==> src/serializer_mode_control_pkg.sv <==
//////////////////////////////////////////////////////////////////////////////////////////////////////
// Function
// - Two-bit mode selection comes from strap pins or a control register.
// - Mode 00 targets current companion deserializer, control-signal filter off.
// - Mode 01 targets current companion deserializer, control-signal filter on.
// - Mode 10 and 11 select two different legacy deserializer compatibilities.
// - Map select 1 puts MSBs on lane 3; 0 puts LSBs there.
// - Accept four parallel data lanes 3..0 plus one timing clock lane.
// - Power-down input high means normal operation with serialization enabled.
// - Power-down input low drives both serial outputs high, PLL off.
// - Entering power-down returns every control register to reset value.
// - Self-test enable 1 starts self-test; 0 keeps normal operation. Here register 0x04 bit 2 set also starts self-test with the pin at 0.
// - Swing select 1 gives 900 mVp-p; 0 gives 600 mVp-p.
// - De-emphasis off when pin floats; on with resistor or register enable.
// - Serial bus address is taken from the address strap level.
// - Register 0x00 bits 3:2 hold the register-controlled mode selection.
// - Register 0x00 bit 5 holds the register-controlled swing select.
//////////////////////////////////////////////////////////////////////////////////////////////////////
package serializer_mode_control_pkg;

    localparam logic [7:0] CTRL0_OFFSET      = 8'h00;
    localparam logic [7:0] CTRL1_OFFSET      = 8'h04;
    localparam logic [7:0] STATUS_OFFSET     = 8'h08;
    localparam logic [7:0] ADDR_OFFSET       = 8'h0c;

    localparam int         CTRL0_OVR_BIT     = 0;
    localparam int         CTRL0_MODE_LSB    = 2;
    localparam int         CTRL0_SWING_BIT   = 5;
    localparam int         CTRL1_MAP_BIT     = 0;
    localparam int         CTRL1_EMPH_BIT    = 1;
    localparam int         CTRL1_TEST_BIT    = 2;

    localparam logic [7:0] CTRL0_RESET       = 8'h00;
    localparam logic [7:0] CTRL1_RESET       = 8'h00;
    localparam logic [7:0] CTRL0_MASK        = 8'h2d;
    localparam logic [7:0] CTRL1_MASK        = 8'h07;

    localparam int         ADDR_WIDTH        = 8;
    localparam int         DATA_WIDTH        = 8;
    localparam int         LANE_COUNT        = 4;
    localparam int         STRAP_WIDTH       = 4;

    typedef enum logic [1:0] {
        MODE_CURRENT_NOFILT = 2'h0,
        MODE_CURRENT_FILT   = 2'h1,
        MODE_LEGACY_A       = 2'h2,
        MODE_LEGACY_B       = 2'h3
    } link_mode_t;

    typedef enum logic [1:0] {
        ST_DOWN   = 2'h0,
        ST_NORMAL = 2'h1,
        ST_TEST   = 2'h3
    } run_state_t;

endpackage : serializer_mode_control_pkg

==> src/serializer_mode_control.sv <==
// Local design decisions: the register offsets and the strobed register port.
`timescale 1ns/1ps
module serializer_mode_control
    import serializer_mode_control_pkg::*;
#(
    parameter int LANES = LANE_COUNT
) (
    input  wire logic                   clk_sys_in,
    input  wire logic                   reset_n_in,
    input  wire logic [1:0]             mode_strap_in,
    input  wire logic                   lane_bit_map_select_in,
    input  wire logic                   power_down_n_in,
    input  wire logic                   self_test_enable_in,
    input  wire logic                   output_swing_select_in,
    input  wire logic                   emphasis_control_in,
    input  wire logic [7:0]             reserved_inputs_in,
    input  wire logic [STRAP_WIDTH-1:0] bus_address_strap_in,
    input  wire logic [LANES-1:0]       parallel_data_lanes_in,
    input  wire logic                   parallel_clock_lane_in,
    input  wire logic [ADDR_WIDTH-1:0]  reg_addr_in,
    input  wire logic [DATA_WIDTH-1:0]  reg_wdata_in,
    input  wire logic                   reg_write_in,
    input  wire logic                   reg_read_in,
    output logic [DATA_WIDTH-1:0]       reg_rdata_out,
    output logic [1:0]                  link_mode_out,
    output logic                        filter_enable_out,
    output logic                        legacy_mode_out,
    output logic                        lane_map_msb_out,
    output logic                        serializer_enable_out,
    output logic                        pll_enable_out,
    output logic                        serial_p_out,
    output logic                        serial_n_out,
    output logic                        self_test_active_out,
    output logic                        swing_high_out,
    output logic                        emphasis_enable_out,
    output logic [STRAP_WIDTH-1:0]      bus_address_out,
    output logic [LANES-1:0]            lane_data_out,
    output logic                        lane_clock_out
);

    initial begin
        if (LANES != LANE_COUNT) begin
            $error("Lane count must be four");
        end
    end

    typedef struct packed {
        run_state_t             run;
        logic [7:0]             ctrl0_reg;
        logic [7:0]             ctrl1_reg;
        logic [DATA_WIDTH-1:0]  rdata;
        logic [1:0]             mode;
        logic                   filt;
        logic                   legacy;
        logic                   map_msb;
        logic                   ser_en;
        logic                   pll_en;
        logic                   sp;
        logic                   sn;
        logic                   test;
        logic                   swing;
        logic                   emph;
        logic [STRAP_WIDTH-1:0] addr;
        logic                   addr_taken;
        logic [LANES-1:0]       lanes;
        logic                   lclk;
    } state_t;

    state_t state_reg;
    state_t state_next;

    // Register side wins over straps only while override bit is set
    function automatic logic pick(input logic ovr, input logic reg_bit, input logic pin_bit);
        pick = ovr ? reg_bit : pin_bit;
    endfunction : pick

    //////////////////////////////////////////////////////////////////////////////////////////////////
    logic       ovr;
    logic [1:0] mode_sel;
    logic       up;

    always_comb begin
        state_next = state_reg;
        ovr        = state_reg.ctrl0_reg[CTRL0_OVR_BIT];
        up         = power_down_n_in;
        // Pins arrive already resolved; pulldowns make undriven straps read low
        mode_sel   = ovr ? state_reg.ctrl0_reg[CTRL0_MODE_LSB +: 2] : mode_strap_in;

        // Reads answer next cycle; unmapped reads as zero
        state_next.rdata = '0;
        if (reg_read_in) begin
            case (reg_addr_in)
                CTRL0_OFFSET:  state_next.rdata = state_reg.ctrl0_reg;
                CTRL1_OFFSET:  state_next.rdata = state_reg.ctrl1_reg;
                STATUS_OFFSET: state_next.rdata = {3'h0, state_reg.test, state_reg.ser_en,
                                                   state_reg.legacy, state_reg.mode};
                ADDR_OFFSET:   state_next.rdata = {{(DATA_WIDTH-STRAP_WIDTH){1'b0}}, state_reg.addr};
                default:       state_next.rdata = '0;
            endcase
        end
        if (reg_write_in && up) begin
            case (reg_addr_in)
                CTRL0_OFFSET: state_next.ctrl0_reg = reg_wdata_in & CTRL0_MASK;
                CTRL1_OFFSET: state_next.ctrl1_reg = reg_wdata_in & CTRL1_MASK;
                default:      state_next.ctrl0_reg = state_reg.ctrl0_reg;
            endcase
        end

        // Address strap sampled once after reset release; a later change needs a reset
        if (!state_reg.addr_taken) begin
            state_next.addr       = bus_address_strap_in;
            state_next.addr_taken = 1'b1;
        end

        state_next.mode    = mode_sel;
        state_next.filt    = (mode_sel == MODE_CURRENT_FILT);
        state_next.legacy  = (mode_sel == MODE_LEGACY_A) || (mode_sel == MODE_LEGACY_B);
        state_next.map_msb = pick(ovr, state_reg.ctrl1_reg[CTRL1_MAP_BIT], lane_bit_map_select_in);
        state_next.swing   = pick(ovr, state_reg.ctrl0_reg[CTRL0_SWING_BIT], output_swing_select_in);
        // Pin is active low: resistor to ground pulls it low
        state_next.emph    = !emphasis_control_in || state_reg.ctrl1_reg[CTRL1_EMPH_BIT];

        case (state_reg.run)
            ST_DOWN: begin
                if (up) begin
                    state_next.run = ST_NORMAL;
                end
            end
            ST_NORMAL: begin
                if (!up) begin
                    state_next.run = ST_DOWN;
                end else if (self_test_enable_in || state_reg.ctrl1_reg[CTRL1_TEST_BIT]) begin
                    state_next.run = ST_TEST;
                end
            end
            ST_TEST: begin
                if (!up) begin
                    state_next.run = ST_DOWN;
                end else if (!self_test_enable_in && !state_reg.ctrl1_reg[CTRL1_TEST_BIT]) begin
                    state_next.run = ST_NORMAL;
                end
            end
            default: state_next.run = ST_DOWN;
        endcase

        if (!up) begin
            state_next.ctrl0_reg = CTRL0_RESET;
            state_next.ctrl1_reg = CTRL1_RESET;
        end

        state_next.ser_en = up;
        state_next.pll_en = up;
        state_next.test   = up && (state_next.run == ST_TEST);
        // Lane 0 stands in for the serial stream; the real encoder is elsewhere
        state_next.lanes  = parallel_data_lanes_in;
        state_next.lclk   = parallel_clock_lane_in;
        if (up) begin
            state_next.sp = parallel_data_lanes_in[0];
            state_next.sn = !parallel_data_lanes_in[0];
        end else begin
            state_next.sp = 1'b1;
            state_next.sn = 1'b1;
        end
    end

    //////////////////////////////////////////////////////////////////////////////////////////////////
    always_ff @(posedge clk_sys_in or negedge reset_n_in) begin
        if (!reset_n_in) begin
            state_reg           <= '0;
            state_reg.run       <= ST_DOWN;
            state_reg.ctrl0_reg <= CTRL0_RESET;
            state_reg.ctrl1_reg <= CTRL1_RESET;
            state_reg.sp        <= 1'b1;
            state_reg.sn        <= 1'b1;
        end else begin
            state_reg <= state_next;
        end
    end

    // Reserved inputs have no function; held low by the board
    logic unused_reserved;
    assign unused_reserved = ^reserved_inputs_in;

    assign reg_rdata_out         = state_reg.rdata;
    assign link_mode_out         = state_reg.mode;
    assign filter_enable_out     = state_reg.filt;
    assign legacy_mode_out       = state_reg.legacy;
    assign lane_map_msb_out      = state_reg.map_msb;
    assign serializer_enable_out = state_reg.ser_en;
    assign pll_enable_out        = state_reg.pll_en;
    assign serial_p_out          = state_reg.sp;
    assign serial_n_out          = state_reg.sn;
    assign self_test_active_out  = state_reg.test;
    assign swing_high_out        = state_reg.swing;
    assign emphasis_enable_out   = state_reg.emph;
    assign bus_address_out       = state_reg.addr;
    assign lane_data_out         = state_reg.lanes;
    assign lane_clock_out        = state_reg.lclk;

endmodule : serializer_mode_control

==> config.mk <==
export PLATFORM = sky130hd
export DESIGN_NAME = serializer_mode_control
export DESIGN_NICKNAME = d
export VERILOG_FILES = /design/src/serializer_mode_control_pkg.sv /design/src/serializer_mode_control.sv
export SDC_FILE = /design/constraint.sdc
export NUM_CORES = 1
export LEC_CHECK = 0
export BUFFER_PORTS_ARGS = -buffer_cell sky130_fd_sc_hd__buf_2
export CAP_MARGIN = 25
export CORE_MARGIN = 2
export CORE_UTILIZATION = 40
export CTS_CLUSTER_SIZE = 25
export DETAILED_ROUTE_END_ITERATION = 8
export GPL_ROUTABILITY_DRIVEN = 0
export MAX_ROUTING_LAYER = met4
export PLACE_DENSITY = 0.77
export SYNTH_ARGS = -nofsm -noshare
export SYNTH_HDL_FRONTEND = slang
export SYNTH_SLANG_ARGS = --single-unit
==> constraint.sdc <==
create_clock -name clk_sys_in -period 1.58 [get_ports clk_sys_in]
set_clock_uncertainty 0.2 [all_clocks]
set_input_delay 0.316 -clock clk_sys_in [delete_from_list [all_inputs] [get_ports clk_sys_in]]
set_output_delay 0.316 -clock clk_sys_in [all_outputs]
set_load 0.1 [all_outputs]
## Word-level counts from Yosys, hierarchy flattened

Index checks and enable logic that the tools add are counted.

- Register bits after elaboration: 47
- Bits of input ports: 44
- Output and inout bits: 29
- Word-level logic and storage cells: 60

- Equality and inequality tests: 12
- Mux-type cells: 16
- Reduce and logical (&&, ||, !) cells: 14

Operator list:

| cell | count |
|---|---|
| $mux 16 | 2 |
| $pmux 8 s4 | 1 |
| $mux 8 | 3 |
| $eq 8x4->1 const B | 2 |
| $mux 2 | 7 |
| $eq 2x2->1 const B | 4 |
| $eq 8x3->1 const B | 1 |
| $logic_not 8->1 | 1 |
| $ne 2x1->1 const B | 3 |
| $pmux 2 s3 | 1 |
| $eq 2x1->1 const B | 2 |
| $logic_not 1->1 | 4 |
| $reduce_and 2->1 | 2 |
| $logic_and 1x1->1 | 3 |
| $logic_or 1x1->1 | 3 |
| $logic_not 2->1 | 1 |
| $mux 1 | 2 |

## Depth between registers and ports, before layout

Gate-level depths: netlist of run 1.

- Depth in word-level cells: 7
- Mapped depth: 5
- Depth with buffers taken out: 3

## Least setup slack after synthesis of run 1

No wires, ideal clock.

- Kind: flip-flop to output port
- From: register, netlist name legacy_mode_out
- To: output port link_mode_out[1]
- Arrival: 1.352 ns
- Data required time: 1.064 ns
- Slack: -0.288 ns
- Cell stages (with the launch flop): 2
- Path buffers: 1
- Path through: dfrtp_1 buf_4

RTL lines:

| what | line | source |
|---|---|---|
| to (decl) | serializer_mode_control.sv:25 | `output logic [1:0] link_mode_out,` |

## Worst setup path in the final report of run 1

- From: register state_reg (netlist bit reg_rdata_out[0])
- To: output port reg_rdata_out[0]

RTL lines:

| what | line | source |
|---|---|---|
| from (decl) | serializer_mode_control.sv:69 | `state_t state_reg;` |
| from (signal assigned) | serializer_mode_control.sv:176 | `state_reg <= state_next;` |
| to (decl) | serializer_mode_control.sv:24 | `output logic [DATA_WIDTH-1:0] reg_rdata_out,` |

No word-level cell between the ends.

==> results of run 1 <==
==> routing by layer <==
metal | vias up | routed length [µm] | part of all wire, % | track usage [%]
met4 | 0 | 73 | 2.5 | 9.896
met2 | 46 | 1510 | 53 | 25.51
met1 | 473 | 1077 | 38 | 16.76
met3 | 6 | 205 | 7.2 | 4.281
li1 | 468 | - | - | -
met5 | - | 0 | 0 | -
==> worst register-to-register path: stages (launching register included) <==
cell and delay (ps):
dfrtp_1 460, mux4_2 480, nor2b_1 140
==> cells in the final DEF (no fill, tap or decap), drive strengths merged <==
cell and n:
buf 61, dfrtp 33, nand2 15, mux2i 9
mux2 8, clkbuf 8, dlygate4sd3 6, nor2 4
nor2b 3, conb 3, o211a 2, nand3 2
mux4 2, nand2b 2, dfstp 2, inv 1
a21boi 1, nor4 1, nor3 1, o21a 1
a21oi 1, a211oi 1, nor3b 1, nand4b 1
and3 1
==> final timing paths <==
path	start	to	slack, ps	cells after the start
max in group asynchronous	reset_n_in	legacy_mode_out	450	3
setup / recovery	reg_rdata_out[0]	reg_rdata_out[0]	40	1
setup reg to reg	ovr	reg_rdata_out[0]	180	2
hold reg to reg	state_reg[47]	state_reg[46]	230	1
hold / removal	emphasis_control_in	emphasis_enable_out	4	2
min in group asynchronous	reset_n_in	swing_high_out	290	2
==> cells by family (layout without fill, tap and decap cells) <==
kind of cell	after synthesis	in the layout	synth area share [%]
compound gates	6	6	3.172
flops	35	35	58.60
simple gates	31	31	10.77
buf+inv	25	76	11.94
other cells	2	3	0.5010
mux	19	19	15.03
==> cells in the mapped netlist <==
library cell and number:
mux2i_1 9, a21oi_1 1, nand4b_1 1, nor4_4 1, nor3b_1 1, nor2_1 4, mux2_2 8, o211a_1 2
a211oi_1 1, mux4_2 2, nand2b_1 2, dfstp_2 2, and3_1 1, nor3_1 1, nor2b_1 3, nand3_1 2
nand2_1 15, clkbuf_1 1, dfrtp_1 33, a21boi_0 1, inv_1 1, conb_1 2, buf_6 1, buf_4 20
buf_2 2, o21a_1 1
==> area by class of cell <==
type,instances,area (µm²),share of cell area [%]
multi-input combinational,59,445.4,21.38
sequential,35,880.8,42.28
clock buffer,8,100.1,4.805
tap,48,60.06,2.883
inverter,1,3.754,0.1802
timing repair buffer,67,593.1,28.47
==> where the power goes <==
part           switching (W)  leakage (nW)  internal, W
combinational       0.000341         0.542     0.000171
sequential         0.0000335         0.439     0.000933
clock               0.000290        0.0515     0.000397
==> per-stage QoR <==
| stage | utilization (%) | setup slack, ps |
|---|---|---|
| 3_3_place_gp | 52.93 | 9.861 |
| 4_1_cts | 57.33 | 27.79 |
| 5_1_grt | 57.33 | 0.1837 |
| 3_5_place_dp | 52.93 | -28.00 |
| 2_1_floorplan | - | 10.32 |
| 6_report | 57.33 | 38.23 |
==> results.md, run 1 <==
* Worst-path clk slew at 70 ps
* Max Freq at approximately 650 MHz
* Number of diodes at 0
* Routed len/inst at 13.15 µm
* Synth unique cells at 26
* Pre-antenna DRT Iters at 6
* Mapped Area at 0.001499 mm²
* Crit-path max cell delay at between 400 and 500 ps
* Critical path required time at roughly 1100 ps
* Crit path max fanout at 1
* Fill cells at roughly 330
* Final hold viol count at 0
* Register area share after synthesis at 58.60%
* Drt first-iter violations at 79
* FP Rows at 22
* CP arrival at 1030 ps
* CP cell instances: buf_2
* Startpoint types: flip-flop
* Buf+Inv Stages, Crit Path at 1
* Number of max-cap violations at 0
* Number of global-route vias before repair at 1033
* Die height at 65.22 µm
* Crit. End Element: output port
* Tot Pwr at 0.002165 W
* Die Wd at 65.22 µm
* Top cell type's share of synthesized area at a little under three fifths
* Finished Layout Cells at 218
* Cells after DPL at 204
* Root Driver: clkbuf_8
* Initial antenna violation count at 0
* Slowest-stage cell, CP: buf_2
* Fin nets at approximately 210
* CTS buffer count at 5
* Ys Warns at 0
* Fin crit share at between 90% and 100%
* Crit path kind: reg2out
* Post-CTS Setup Repair Bufs at 0
* # H-tree levels at 2
* Syn Inst Count at 118
* Die Area at 0.004253 mm²
* Total wire length at 2867 µm
* Setup_tns at 0 ps
* Yosys reg bits at 35
* Area growth syn-to-layout at 38.98%
* Core area at 0.003633 mm²
* DRC violations left at 0
* Post-cts hold buffer count at 6
* Avg Vias per Cell at around 4.6
* Post-CTS resize count at 0
* Clock sink total at 35
* IO Count at 73
* Vias at a little under 1000
* Synth top area cells: dfrtp_1, buf_4, mux2i_1, mux2_2, nand2_1
* Post-synth top area cell: dfrtp_1
* Synthesized area per cell at about 13 µm²
* Post-DRT Antenna Nets at 0
* CTS tree: done
* Global-route wire length before repair at 4733 µm
* Detailed placement HPWL at 2265 µm
* Area post-placement at 0.001923 mm²
* Clk_lat worst skew at 280 ps
* Starting Density at approximately two fifths
* Run status: complete, no violations
* Max reg flops at 9
* Min Tclk post-route at roughly 1500 ps
* Fin area at between 0.002 and 0.0025 mm²
* Hold crit path type: in2reg
* Share of layout cells above drive strength 1 at 48.82%
* P per Cell Area at a little over 1000 mW/mm²
* # port buffers at 59
* Grt ovf at 0
* Leakage at approximately 1.0 nW
* RSZ-0062 raised after global routing: false
* Clock buffer depth at 2
* Final setup fails at 0
* Fin. max-slew vios at 0
* Critical path's top delay family: buffers and inverters
* Largest net degree at the start of global routing at 20
* Minimum hold slack at 3.804 ps
* Peak VDD IR at 0.0004965 V
* Total track usage at 15.60%
Power figures use the tool's default switching activity.
==> run 2, diff against run 1 <==
--- a/config.mk
+++ b/config.mk
@@ -7,7 +7,6 @@
 export LEC_CHECK = 0
 export BUFFER_PORTS_ARGS = -buffer_cell sky130_fd_sc_hd__buf_2
 export CAP_MARGIN = 25
-export CORE_MARGIN = 2
 export CORE_UTILIZATION = 40
 export CTS_CLUSTER_SIZE = 25
 export DETAILED_ROUTE_END_ITERATION = 8
==> run 2 against run 1 <==
  * Power grew 0.17%
  * Register-to-register slack is essentially flat
  * Critical path depth is the same
  * Combinational power grew 1%
  * Highest routed layer unchanged
  * Clock-buffer cell count is the same
  * Largest power group unchanged
  * Critical endpoint is now emphasis_enable_out
  * Sequential power is essentially flat
  * Critical path type unchanged
==> results.md, run 2 (same netlist as run 1, synthesis figures left out) <==
* DRC violations left at 0 (unchanged)
* Die Area at 0.003996 mm² (-6.0%)
* Max reg flops at 9 (unchanged)
* Share of layout cells above drive strength 1 at 48.54% (-0.29 points)
* Core Util, Final at 60.79% (+3.5 points)
* CP cell instances: buf_2
* Root Driver: clkbuf_8
* IO Count at 73 (unchanged)
* Startpoint types: flip-flop
* Leakage at 1.037 nW (+0.44%)
* Grt ovf at 0 (unchanged)
* Pre-antenna DRT Iters at 4 (-2)
* Critical path's top delay family: buffers and inverters
* Max Freq at 648.4 MHz (about the same)
* Total track usage at 16.61% (+1.0 points)
* Run status: complete, no violations
* Tot Pwr at 0.002169 W (+0.17%)
* Worst-path clk slew at 60 ps (about the same)
* Die Wd at 63.22 µm (-3.1%)
* Detailed placement HPWL at 2221 µm (-2.0%)
* # H-tree levels at 2 (unchanged)
* Number of diodes at 0 (unchanged)
* RSZ-0062 raised after global routing: false
* Starting Density at 43.22% (+2.0 points)
* Post-CTS Setup Repair Bufs at 0 (unchanged)
* Area growth syn-to-layout at 40.65%
* Die height at 63.22 µm (-3.1%)
* Crit. End Element: output port
* Worst r2r src: ovr
* FF-to-FF setup slack at 180 ps (about the same)
* CTS tree: done
* Post-DRT Antenna Nets at 0 (unchanged)
* Clock buffer depth at 2 (unchanged)
* P per Cell Area at 1029 mW/mm² (-1.0%)
* Finished Layout Cells at 217 (-0.46%)
* Cells after DPL at 202 (-0.98%)
* Fin nets at 214 (+0.47%)
* Crit path max fanout at 1 (unchanged)
* Slowest-stage cell, CP: buf_2
* WHS Endpoint: bus_address_out[1]
* CTS buffer count at 5 (unchanged)
* Final setup fails at 0 (unchanged)
* Peak VDD IR at 0.0004369 V (-12%)
* Number of max-cap violations at 0 (unchanged)
* Initial antenna violation count at 0 (unchanged)
* Highest-count cells in the layout ignoring fill and taps: buf_2, dfrtp_1, nand2_1, buf_12, mux2i_1
* Final hold viol count at 0 (unchanged)
* FP Rows at 21 (-4.5%)
* Critical path depth at 1 (unchanged)
* Global-route wire length before repair at 4623 µm (-2.3%)
* Crit-path max cell delay at 420 ps (about the same)
* Crit path kind: reg2out
* Clock sink total at 35 (unchanged)
* Routed len/inst at 13.46 µm (+2.4%)
* Avg Vias per Cell at 4.636 (+1.8%)
* Fin. max-slew vios at 0 (unchanged)
* Number of global-route vias before repair at 1021 (-1.2%)
* Reg2Reg Depth at 2 (unchanged)
* Min-delay src: bus_address_strap_in[1]
* Reg2reg end: reg_rdata_out[0]
* Fin crit share at 97.62% (about the same)
* Core area at 0.003468 mm² (-4.5%)
* Largest net degree at the start of global routing at 22 (+10%)
* Total wire length at 2921 µm (+1.9%)
* Clk_lat worst skew at 280 ps (about the same)
* Vias at 1006 (+1.3%)
* Setup_tns at 0 ps (unchanged)
* Min Tclk post-route at 1542 ps (+0.5816 ps)
* Buf+Inv Stages, Crit Path at 1 (unchanged)
* Drt first-iter violations at 47 (-41%)
* # port buffers at 59 (unchanged)
* Most common cell after layout, fill and taps aside: buf_2
* CP arrival at 1030 ps (about the same)
* Hold path depth at 2 (unchanged)
* Critical path required time at 1060 ps (about the same)
* Hold crit path type: in2reg
-- run 2: what timing repair did --
item                                   CTS  global route
setup endpoints to repair                0             7
resized for setup                        0             7
hold buffers                             7             0
endpoints found under the hold margin   19             0
-- run 2: cell type report --
cell class	count	area [µm²]
fillers	272	1360
flip-flops and latches	35	880.8
repair buffers	68	620.6
multi-input cells	59	445.4
clock buffers	8	100.1
well taps	46	57.56
inverters	1	3.754
-- run 2: worst max path at each step --
stage | start | to
after floorplan | legacy_mode_out | link_mode_out[1]
after global routing | swing_high_out | swing_high_out
after CTS | lane_data_out[0] | lane_data_out[0]
after detailed placement | reg_addr_in[1] | state_reg[40]
final | emphasis_enable_out | emphasis_enable_out
after global placement | reg_addr_in[1] | state_reg[40]
-- run 2: layer usage --
layer | vias to the layer above | GRT usage, % | part of all wire [%]
li1 | 469 | - | -
met1 | 476 | 17.18 | 40
met2 | 53 | 26.75 | 51
met3 | 8 | 7.065 | 6.7
met4 | 0 | 8.807 | 2.2
met5 | - | - | 0
-- run 2: where the power goes --
part	leakage, nW	switching, W	internal, W	total [W]
Combinational	0.547	0.000343	0.000176	0.000518
Sequential	0.439	0.0000328	0.000933	0.000966
Clock	0.0515	0.000287	0.000397	0.000684
Total	1.04	0.000663	0.00151	0.00217
-- run 2: stage by stage --
stage	hold slack, ps	instance area [µm²]	worst slack [ps]
2_1_floorplan	-179.6	1505	10.32
3_3_place_gp	36.55	1921	14.38
3_5_place_dp	41.78	1921	-48.97
4_1_cts	48.56	2091	11.33
5_1_grt	48.15	2108	1.935
6_report	60.21	2108	37.65
